`config.mk`:
```
export PLATFORM = sky130hd
export DESIGN_NAME = octr_top
export DESIGN_NICKNAME = d
export VERILOG_FILES = /design/src/core/octr_pkg.sv /design/src/core/octr_top.sv
export SDC_FILE = /design/constraint.sdc
export NUM_CORES = 1
export LEC_CHECK = 0
export BUFFER_PORTS_ARGS = -buffer_cell sky130_fd_sc_hd__buf_2
export CAP_MARGIN = 10
export CORE_MARGIN = 1.5
export CORE_UTILIZATION = 42
export DETAILED_ROUTE_END_ITERATION = 6
export SETUP_SLACK_MARGIN = 0.5
export SLEW_MARGIN = 20
export SYNTH_ARGS = -nofsm -noshare
export SYNTH_HDL_FRONTEND = slang
export SYNTH_SLANG_ARGS = --single-unit
```
`constraint.sdc`:
```
create_clock -name SYS_CLK -period 4.15 [get_ports SYS_CLK]
set_clock_uncertainty 0.05 [all_clocks]
set_input_delay 0.6225 -clock SYS_CLK [delete_from_list [all_inputs] [get_ports SYS_CLK]]
set_output_delay 0.6225 -clock SYS_CLK [all_outputs]
set_load 0.01 [all_outputs]
```
`src/core/octr_pkg.sv`:
```
`default_nettype none
package octr_pkg;
    // register byte addresses
    localparam logic [7:0] TRIM_ADDR = 8'h00;
    localparam logic [7:0] REFCTL_ADDR = 8'h04;
    localparam logic [7:0] OSCSTAT_ADDR = 8'h08;
    localparam logic [7:0] OSCCFG_ADDR = 8'h0C;
    // trim register
    localparam int TRIM_LSB = 0;
    localparam int TRIM_W = 6;
    localparam logic [5:0] TRIM_RST = 6'h00;
    // reference control register
    localparam int REF_EN_BIT = 15;
    localparam int REF_SLP_BIT = 13;
    localparam int REF_SEL_BIT = 12;
    localparam int REF_DIV_LSB = 8;
    localparam int REF_DIV_W = 4;
    localparam logic [15:0] REF_RST = 16'h0000;
    // configuration and status register layout
    localparam int SUBMODE_LSB = 0;
    localparam int INITSRC_LSB = 8;
    localparam int CURSRC_LSB = 12;
    // submode codes
    localparam logic [1:0] SUB_EXT = 2'h0;
    localparam logic [1:0] SUB_MED = 2'h1;
    localparam logic [1:0] SUB_HIGH = 2'h2;
    localparam logic [1:0] SUB_OFF = 2'h3;
    // source selections and configuration reset values
    localparam logic [2:0] SRC_PRIMARY = 3'h2;
    localparam logic [2:0] SRC_PRIMARY_X4 = 3'h3;
    localparam logic [2:0] CFG_RST_SRC = 3'h0;
    localparam logic [1:0] CFG_RST_SUB = 2'h3;
    // start-up timer and pll multiplier
    localparam int STARTUP_W = 10;
    localparam int STARTUP_CYCLES = 1024;
    localparam int PLL_MULT = 4;
    typedef enum logic [5:0] {
        OCTR_EXT = 6'h01,
        OCTR_EXT_X4 = 6'h02,
        OCTR_HIGH = 6'h04,
        OCTR_HIGH_X4 = 6'h08,
        OCTR_MED = 6'h10,
        OCTR_MED_X4 = 6'h20
    } octr_mode_e;
    typedef enum logic [2:0] {
        ST_STOP = 3'h1,
        ST_WAIT = 3'h2,
        ST_RUN = 3'h4
    } octr_st_e;
endpackage : octr_pkg
`default_nettype wire

```
`src/core/octr_top.sv`:
```
`default_nettype none
module octr_top #(
    parameter bit HAS_SPECIAL_PLL = 1'b0
) (
    input wire logic SYS_CLK,
    input wire logic RESET,
    input wire logic CLK_EN,
    input wire logic PSEL,
    input wire logic PENABLE,
    input wire logic PWRITE,
    input wire logic [7:0] PADDR,
    input wire logic [31:0] PWDATA,
    output logic [31:0] PRDATA,
    output logic PREADY,
    output logic PSLVERR,
    input wire logic SLEEP,
    input wire logic PRIMARY_CLK_IN,
    input wire logic CLKOUT_SEL,
    input wire logic GPIO_OUT,
    input wire logic GPIO_OE,
    output logic [5:0] RC_FREQ_TRIM,
    output logic REFCLK_OUT_PIN,
    output logic CRYSTAL_FEEDBACK_EN,
    output logic CRYSTAL_OUT_PIN_O,
    output logic CRYSTAL_OUT_PIN_OE,
    output logic PRIMARY_READY,
    output logic PRIMARY_ACTIVE,
    output logic [2:0] PLL_FACTOR
);
    ////////////////////////////////////////////////////////////////
    // pin synchronisers
    logic [1:0] pin_s1_reg, pin_s1_next;
    logic [1:0] pin_s2_reg, pin_s2_next;
    always_comb begin
        pin_s1_next = {SLEEP, PRIMARY_CLK_IN};
        pin_s2_next = pin_s1_reg;
    end
    always_ff @(posedge SYS_CLK or posedge RESET) begin
        if (RESET) begin
            pin_s1_reg <= 2'h0;
            pin_s2_reg <= 2'h0;
        end else if (CLK_EN) begin
            pin_s1_reg <= pin_s1_next;
            pin_s2_reg <= pin_s2_next;
        end
    end
    logic sleep_s, pclk_s;
    assign sleep_s = pin_s2_reg[1];
    assign pclk_s = pin_s2_reg[0];

    ////////////////////////////////////////////////////////////////
    // apb register file
    logic [5:0] trim_reg, trim_next;
    logic ref_en_reg, ref_en_next;
    logic ref_slp_reg, ref_slp_next;
    logic ref_sel_reg, ref_sel_next;
    logic [3:0] ref_div_reg, ref_div_next;
    logic [1:0] sub_reg, sub_next;
    logic [2:0] isrc_reg, isrc_next;
    logic [31:0] prdata_reg, prdata_next;
    logic pready_reg, pready_next;
    logic pslverr_reg, pslverr_next;
    logic wr_acc, rd_acc;
    logic [2:0] cur_src;
    logic ost_done;

    function automatic logic addr_hit(input logic [7:0] a);
        addr_hit = (a == octr_pkg::TRIM_ADDR) || (a == octr_pkg::REFCTL_ADDR) ||
            (a == octr_pkg::OSCSTAT_ADDR) || (a == octr_pkg::OSCCFG_ADDR);
    endfunction : addr_hit

    // one wait state: answer in the second cycle after setup
    assign wr_acc = PSEL && PENABLE && !pready_reg && PWRITE && addr_hit(PADDR);
    assign rd_acc = PSEL && PENABLE && !pready_reg && !PWRITE;
    // pll only engaged for primary x4 selection
    assign cur_src = (isrc_reg == octr_pkg::SRC_PRIMARY_X4 && !(sub_reg == octr_pkg::SUB_HIGH &&
        !HAS_SPECIAL_PLL)) ? octr_pkg::SRC_PRIMARY_X4 :
        (isrc_reg == octr_pkg::SRC_PRIMARY_X4) ? octr_pkg::SRC_PRIMARY : isrc_reg;

    always_comb begin
        trim_next = trim_reg;
        ref_en_next = ref_en_reg;
        ref_slp_next = ref_slp_reg;
        ref_sel_next = ref_sel_reg;
        ref_div_next = ref_div_reg;
        sub_next = sub_reg;
        isrc_next = isrc_reg;
        prdata_next = prdata_reg;
        pready_next = PSEL && PENABLE && !pready_reg;
        pslverr_next = PSEL && PENABLE && !pready_reg && !addr_hit(PADDR);
        if (wr_acc) begin
            case (PADDR)
                octr_pkg::TRIM_ADDR: begin
                    trim_next = PWDATA[octr_pkg::TRIM_LSB +: octr_pkg::TRIM_W];
                end
                octr_pkg::REFCTL_ADDR: begin
                    ref_en_next = PWDATA[octr_pkg::REF_EN_BIT];
                    ref_slp_next = PWDATA[octr_pkg::REF_SLP_BIT];
                    ref_sel_next = PWDATA[octr_pkg::REF_SEL_BIT];
                    ref_div_next = PWDATA[octr_pkg::REF_DIV_LSB +: octr_pkg::REF_DIV_W];
                end
                octr_pkg::OSCCFG_ADDR: begin
                    sub_next = PWDATA[octr_pkg::SUBMODE_LSB +: 2];
                    isrc_next = PWDATA[octr_pkg::INITSRC_LSB +: 3];
                end
                default: begin
                end
            endcase
        end
        if (rd_acc) begin
            prdata_next = 32'h0000_0000;
            case (PADDR)
                octr_pkg::TRIM_ADDR: prdata_next[octr_pkg::TRIM_LSB +: octr_pkg::TRIM_W] = trim_reg;
                octr_pkg::REFCTL_ADDR: begin
                    prdata_next[octr_pkg::REF_EN_BIT] = ref_en_reg;
                    prdata_next[octr_pkg::REF_SLP_BIT] = ref_slp_reg;
                    prdata_next[octr_pkg::REF_SEL_BIT] = ref_sel_reg;
                    prdata_next[octr_pkg::REF_DIV_LSB +: octr_pkg::REF_DIV_W] = ref_div_reg;
                end
                octr_pkg::OSCSTAT_ADDR: begin
                    prdata_next[octr_pkg::CURSRC_LSB +: 3] = cur_src;
                    prdata_next[0] = ost_done;
                end
                octr_pkg::OSCCFG_ADDR: begin
                    prdata_next[octr_pkg::SUBMODE_LSB +: 2] = sub_reg;
                    prdata_next[octr_pkg::INITSRC_LSB +: 3] = isrc_reg;
                end
                default: prdata_next = 32'h0000_0000;
            endcase
        end
    end
    always_ff @(posedge SYS_CLK or posedge RESET) begin
        if (RESET) begin
            trim_reg <= octr_pkg::TRIM_RST;
            ref_en_reg <= 1'b0;
            ref_slp_reg <= 1'b0;
            ref_sel_reg <= 1'b0;
            ref_div_reg <= 4'h0;
            sub_reg <= octr_pkg::CFG_RST_SUB;
            isrc_reg <= octr_pkg::CFG_RST_SRC;
            prdata_reg <= 32'h0000_0000;
            pready_reg <= 1'b0;
            pslverr_reg <= 1'b0;
        end else if (CLK_EN) begin
            trim_reg <= trim_next;
            ref_en_reg <= ref_en_next;
            ref_slp_reg <= ref_slp_next;
            ref_sel_reg <= ref_sel_next;
            ref_div_reg <= ref_div_next;
            sub_reg <= sub_next;
            isrc_reg <= isrc_next;
            prdata_reg <= prdata_next;
            pready_reg <= pready_next;
            pslverr_reg <= pslverr_next;
        end
    end

    ////////////////////////////////////////////////////////////////
    // primary mode decode and start-up timer
    logic prim_sel, is_crystal, is_ext;
    logic cfg_wr;
    // a new primary configuration restarts the oscillator
    assign cfg_wr = wr_acc && (PADDR == octr_pkg::OSCCFG_ADDR);
    assign prim_sel = (cur_src == octr_pkg::SRC_PRIMARY) || (cur_src == octr_pkg::SRC_PRIMARY_X4);
    assign is_ext = prim_sel && (sub_reg == octr_pkg::SUB_EXT);
    assign is_crystal = prim_sel && (sub_reg == octr_pkg::SUB_MED || sub_reg == octr_pkg::SUB_HIGH);

    octr_pkg::octr_st_e st_reg, st_next;
    logic [octr_pkg::STARTUP_W-1:0] ost_reg, ost_next;
    logic pclk_d_reg, pclk_d_next;
    logic rise;
    logic rdy_reg;
    assign rise = pclk_s && !pclk_d_reg;
    always_comb begin
        st_next = st_reg;
        ost_next = ost_reg;
        pclk_d_next = pclk_s;
        case (st_reg)
            octr_pkg::ST_STOP: begin
                ost_next = '0;
                if (is_ext) st_next = octr_pkg::ST_RUN;
                else if (is_crystal && !sleep_s) st_next = octr_pkg::ST_WAIT;
            end
            octr_pkg::ST_WAIT: begin
                if (!is_crystal || sleep_s || cfg_wr) st_next = octr_pkg::ST_STOP;
                else if (rise) begin
                    ost_next = ost_reg + 1'b1;
                    if (ost_reg == octr_pkg::STARTUP_W'(octr_pkg::STARTUP_CYCLES - 1))
                        st_next = octr_pkg::ST_RUN;
                end
            end
            octr_pkg::ST_RUN: begin
                if (!prim_sel || cfg_wr || (is_crystal && sleep_s)) st_next = octr_pkg::ST_STOP;
            end
            default: st_next = octr_pkg::ST_STOP;
        endcase
    end
    always_ff @(posedge SYS_CLK or posedge RESET) begin
        if (RESET) begin
            st_reg <= octr_pkg::ST_STOP;
            ost_reg <= '0;
            pclk_d_reg <= 1'b0;
            rdy_reg <= 1'b0;
        end else if (CLK_EN) begin
            st_reg <= st_next;
            ost_reg <= ost_next;
            pclk_d_reg <= pclk_d_next;
            rdy_reg <= (st_next == octr_pkg::ST_RUN);
        end
    end
    assign ost_done = (st_reg == octr_pkg::ST_RUN);

    ////////////////////////////////////////////////////////////////
    // reference clock divider
    logic [15:0] rcnt_reg, rcnt_next;
    logic ref_out_reg, ref_out_next;
    logic [3:0] adiv_reg, adiv_next;
    logic asel_reg, asel_next;
    logic base_tick, ref_run, fin;
    // base is system clock edge, or a synced rising edge of the primary once it has reached run
    assign base_tick = asel_reg ? (rise && ost_done) : 1'b1;
    assign ref_run = ref_en_reg && (!sleep_s || ref_slp_reg);
    assign fin = (rcnt_reg == ((16'h0001 << adiv_reg) - 16'h0001));
    always_comb begin
        rcnt_next = rcnt_reg;
        ref_out_next = ref_out_reg;
        adiv_next = adiv_reg;
        asel_next = asel_reg;
        if (!ref_run) begin
            rcnt_next = 16'h0000;
            ref_out_next = 1'b0;
            adiv_next = ref_div_next;
            asel_next = ref_sel_next;
        end else if (adiv_reg == 4'h0) begin
            ref_out_next = asel_reg ? pclk_s : 1'b1;  // undivided: follow primary, held high on system base
            if (ref_div_reg != adiv_reg || ref_sel_reg != asel_reg) begin
                adiv_next = ref_div_reg;
                asel_next = ref_sel_reg;
            end
        end else if (base_tick) begin
            // full period of 2^div counts base edges; full cycle ends low
            if (fin) begin
                rcnt_next = 16'h0000;
                ref_out_next = 1'b0;
                adiv_next = ref_div_reg;
                asel_next = ref_sel_reg;
            end else begin
                rcnt_next = rcnt_reg + 16'h0001;
                if (rcnt_reg == ((16'h0001 << adiv_reg) >> 1) - 16'h0001) ref_out_next = 1'b1;
            end
        end
    end
    always_ff @(posedge SYS_CLK or posedge RESET) begin
        if (RESET) begin
            rcnt_reg <= 16'h0000;
            ref_out_reg <= 1'b0;
            adiv_reg <= 4'h0;
            asel_reg <= 1'b0;
        end else if (CLK_EN) begin
            rcnt_reg <= rcnt_next;
            ref_out_reg <= ref_out_next;
            adiv_reg <= adiv_next;
            asel_reg <= asel_next;
        end
    end

    ////////////////////////////////////////////////////////////////
    // pin control
    logic fb_reg, o_reg, oe_reg, half_reg, act_reg;
    logic [2:0] pll_reg;
    always_ff @(posedge SYS_CLK or posedge RESET) begin
        if (RESET) begin
            fb_reg <= 1'b0;
            o_reg <= 1'b0;
            oe_reg <= 1'b0;
            half_reg <= 1'b0;
            pll_reg <= 3'h1;
            act_reg <= 1'b0;
        end else if (CLK_EN) begin
            fb_reg <= is_crystal;
            half_reg <= (is_ext && rise) ? !half_reg : half_reg;
            o_reg <= is_ext ? (CLKOUT_SEL ? half_reg : GPIO_OUT) : 1'b0;
            oe_reg <= is_ext ? (CLKOUT_SEL || GPIO_OE) : 1'b0;
            pll_reg <= (cur_src == octr_pkg::SRC_PRIMARY_X4) ? 3'(octr_pkg::PLL_MULT) : 3'h1;
            act_reg <= fb_reg || oe_reg || ost_done;
        end
    end

    assign PRDATA = prdata_reg;
    assign PREADY = pready_reg;
    assign PSLVERR = pslverr_reg;
    assign RC_FREQ_TRIM = trim_reg;
    assign REFCLK_OUT_PIN = ref_out_reg;
    assign CRYSTAL_FEEDBACK_EN = fb_reg;
    assign CRYSTAL_OUT_PIN_O = o_reg;
    assign CRYSTAL_OUT_PIN_OE = oe_reg;
    assign PRIMARY_READY = rdy_reg;
    assign PRIMARY_ACTIVE = act_reg;
    assign PLL_FACTOR = pll_reg;

    ////////////////////////////////////////////////////////////////
    // assertions
    property p_trim_clear;
        @(posedge SYS_CLK) $fell(RESET) |-> RC_FREQ_TRIM == 6'h00;
    endproperty
    a_trim_clear: assert property (p_trim_clear) else $error("trim not cleared");
    property p_trim_rd;
        @(posedge SYS_CLK) disable iff (RESET)
        CLK_EN && rd_acc && PADDR == octr_pkg::TRIM_ADDR |=> PRDATA[31:6] == 26'h0;
    endproperty
    a_trim_rd: assert property (p_trim_rd) else $error("trim upper bits nonzero");
    property p_ref_rd;
        @(posedge SYS_CLK) disable iff (RESET)
        CLK_EN && rd_acc && PADDR == octr_pkg::REFCTL_ADDR |=> PRDATA[14] == 1'b0 && PRDATA[7:0] == 8'h00;
    endproperty
    a_ref_rd: assert property (p_ref_rd) else $error("ref reserved bits nonzero");
    property p_ref_off;
        @(posedge SYS_CLK) disable iff (RESET) CLK_EN && !ref_run |=> !REFCLK_OUT_PIN && rcnt_reg == 16'h0;
    endproperty
    a_ref_off: assert property (p_ref_off) else $error("ref out not held low");
    property p_trim_wr;
        @(posedge SYS_CLK) disable iff (RESET)
        CLK_EN && wr_acc && PADDR == octr_pkg::TRIM_ADDR |=> RC_FREQ_TRIM == $past(PWDATA[5:0]);
    endproperty
    a_trim_wr: assert property (p_trim_wr) else $error("trim write lost");
    property p_fb;
        @(posedge SYS_CLK) disable iff (RESET) CLK_EN && is_ext |=> !CRYSTAL_FEEDBACK_EN;
    endproperty
    a_fb: assert property (p_fb) else $error("feedback on in external mode");
    property p_xtal_pin;
        @(posedge SYS_CLK) disable iff (RESET) CLK_EN && is_crystal |=> !CRYSTAL_OUT_PIN_OE;
    endproperty
    a_xtal_pin: assert property (p_xtal_pin) else $error("output pin driven in crystal mode");
    property p_ost;
        @(posedge SYS_CLK) disable iff (RESET)
        $rose(ost_done) && is_crystal |-> $past(ost_reg) == 10'h3FF;
    endproperty
    a_ost: assert property (p_ost) else $error("start-up released early");
    property p_pll;
        @(posedge SYS_CLK) disable iff (RESET)
        CLK_EN && cur_src == octr_pkg::SRC_PRIMARY_X4 |=> PLL_FACTOR == 3'h4;
    endproperty
    a_pll: assert property (p_pll) else $error("pll factor wrong");
    property p_ref_flat;
        @(posedge SYS_CLK) disable iff (RESET)
        CLK_EN && ref_run && adiv_reg == 4'h0 && !asel_reg |=> REFCLK_OUT_PIN;
    endproperty
    a_ref_flat: assert property (p_ref_flat) else $error("undivided system reference not high");
    property p_clkout;
        @(posedge SYS_CLK) disable iff (RESET)
        CLK_EN && is_ext && CLKOUT_SEL |=> CRYSTAL_OUT_PIN_OE;
    endproperty
    a_clkout: assert property (p_clkout) else $error("clock out pin not driven");
endmodule : octr_top
`default_nettype wire

```
==> summary.txt <==
Initial Utilization: 43.5%
final WL: 14.4 mm
clock latency on the worst-skew pair: 0.35 ns
largest area contributor in the netlist: dfrtp_1
Die Wd: 118 um
DRC viols: 0
GRT Total Usage: 21.2%
setup ws final: 0.628 ns
total CTS buffers: 9
Vias: 4,823
Post-Syn Area: 5540 um2
core area: 12,700 um2
GPL Wtd Cong: 0.947
slowest CP cell: dfrtp_2
GRT Residual Overflow: 0
Slew headroom: 38.6%
diode count: 0
first-pass GRT wire length: 23.6 mm
main combinational cell family by area after synthesis: simple AND/OR/NAND/NOR gates
FF-to-FF path depth: 13
Critical Path AT: 3.70 ns
Worst EP required: 4.33 ns
multi-input logic area: 3150 um2
largest net degree at the start of global routing: 59
compound-gate portion of the synthesized area: 19.7%
Fin. Hold Viols: 0
final total power: 1.76 mW
slowest stage delay, CP: 0.49 ns
PwrDens: 279 nW/um2
EDFF count, synth: 0
DRT Pass-1 Iters: 5
met3 usage: 3.59%
Finished Core Util: 49.5%
Tmin final: 3.52 ns
site row count: 41
Area Overhead vs Synth: 13.8%
worst-margin pin slew: 0.909 ns
RSZ-0062 raised after global routing: no
Post-Synth Adder-Cell Area: 1.36%
#FFs+latches synth: 82
share of cells above drive strength 1: 23.1%
ys flop type: dfrtp_1
ys async rst share: 100%
hold crit path type: input port to asynchronous set/reset pin
GRT Max-Usage Layer: met2
Port Buffers: 61
die height: 118 um
num ports: 100
synthesized area per cell: 8.85 um2
antenna viol nets, final: 0
commonest cells in the netlist: dfrtp_1, nand2_1, o21ai_0
GR Util met2: 33.0%
number of vias per cell: 5.61
top cell type's share of synthesized area: 35.2%
top cells by area, synth: dfrtp_1, nand2_1, mux2_2
synth warn: 0
outcome: completed
Final setup viols: 0
worst slack at placement: 0.305 ns
Slew Viols, Final: 0
R2R Setup Slk: 0.63 ns
Startpoint Class: register
crit share post-route: 84.9%
vias in the first global route: 4,567
CTS tree: built
clock slew at reported path FFs: 0.06 ns
multiplexer share of the synthesized area: 5.74%
storage element area: 2060 um2
simple-gate portion of the synthesized area: 22.6%
max reg flops: 16
met1 GRT Util: 30.2%
f_max: 284 MHz
Synth cell types: 82
CP max FO: 9
Gate Count Post-Synth: 626
clk sink count: 82
Iter 0 DRT Violations: 357
fillcell total: 1,251
Seq/Total Area, Yosys: 37.1%
P_leak: 2.83 nW
Post-Route Setup TNS: 0 ns
Crit. End Element: register
Hold-fix buffers, CTS: 0
Root Driver: clkbuf_16
Finished Cell Area: 6300 um2
VDD IR max: 0.204 mV
placed instance area: 5940 um2
Final nets: 740
kind of critical path: register to register
xor/xnor cell area share of the yosys netlist: 5.35%
most common cell in the netlist: dfrtp_1
antenna violations before repair: 0
Critical Path, Cell by Cell: nor3_4, nand2_1, ha_2, buf_4, or4b_1, a21oi_1, o21ai_0, o2bb2a_1, nand3b_1, o31ai_4, buf_12, o21ai_1, mux2_2
# H-tree levels: 3
post-DP HPWL: 10.6 mm
DIE AREA: 13,900 um2
MaxCap Viol Count: 0
drt wl/cell: 16.7 um
maximum clock path buffer count: 2
[per-layer routing]
metal | vias up | part of all wire (%)
met5 | - | 0
met1 | 2339 | 48
li1 | 2330 | -
met2 | 136 | 45
met4 | 0 | 1.6
met3 | 18 | 5.2
[repair_timing]
item	CTS	global route
gates resized for setup	2	11
endpoints found under the hold margin	0	0
setup buffers	2	1
pin swaps	1	3
setup endpoints to repair	18	22
[final cells by class]
| cell class | count | area share [%] |
|---|---|---|
| Multi-Input combinational cell | 481 | 50.0 |
| Timing Repair Buffer | 87 | 8.14 |
| Clock buffer | 10 | 3.63 |
| Clock inverter | 6 | 0.794 |
| Inverter | 22 | 1.35 |
| Sequential cell | 82 | 32.7 |
| Tap cell | 172 | 3.41 |
[layout by cell type (no fill, tap or decap), drive strengths merged, types with 4 or more instances in the layout]
master    synthesis  final
mux2             22     22
a211oi            7      7
inv              20     22
a21oi            32     32
a22o              4      4
nor4              8      8
and2              4      4
nand2b           10     10
and3             10     10
o211ai           10     10
clkbuf           21     10
a21o              8      8
a31oi             7      7
mux2i             7      7
nand3            16     16
or3b              4      4
or3              11     11
nor2             38     38
nor2b             9      9
ha                6      6
dfrtp            78     78
nor3b             4      4
clkinvlp          0      4
xor2             14     14
dfstp             4      4
o21ai            51     51
nand4            10     10
buf              38     87
o31ai             5      5
conb              1     19
nand2            73     73
a22oi             6      6
xnor2            19     19
nor3             11     11
[worst max-delay path: cells and delay by family, from the launching register on]
kind | cells | cell delay [ns]
multiplexers | 1 | 0.27
buffers and inverters | 2 | 0.33
adder cells (fa/ha/maj) | 1 | 0.26
AO/OA/AOI/OAI | 5 | 0.95
flip-flops | 1 | 0.49
AND/OR/NAND/NOR | 4 | 1.03
[logic make-up (layout without fill, tap and decap cells)]
kind of cell / count (synthesis) / after routing
compound gates: 163 / 163
simple gates: 231 / 231
other cells: 1 / 19
flops: 82 / 82
xor+xnor: 33 / 33
fa+ha+maj: 6 / 6
buf+inv: 81 / 125
mux: 29 / 29
[report_power, final]
part / switching (mW) / internal (mW)
Clock: 0.344 / 0.411
Combinational: 0.109 / 0.0651
Sequential: 0.0137 / 0.815
Total: 0.467 / 1.29
[final timing paths]
check | from | to
max reg2reg | adiv_reg[2]$_DFFE_PP0P_ | rcnt_reg[5]$_DFFE_PP0P_
max | adiv_reg[2]$_DFFE_PP0P_ | rcnt_reg[5]$_DFFE_PP0P_
min reg2reg | half_reg$_DFFE_PP0P_ | half_reg$_DFFE_PP0P_
max in group asynchronous | RESET | sub_reg[1]$_DFFE_PP1P_
min in group SYS_CLK | half_reg$_DFFE_PP0P_ | half_reg$_DFFE_PP0P_
min | RESET | ost_reg[4]$_DFFE_PP0P_
[metrics by stage]
stage	cells	hold WS [ns]
finish	860	0.354
global route	860	0.421
CTS	859	0.431
detailed placement	841	0.417
global placement	841	0.411
floorplan	644	0.396
(Power assumes the default switching activity.)
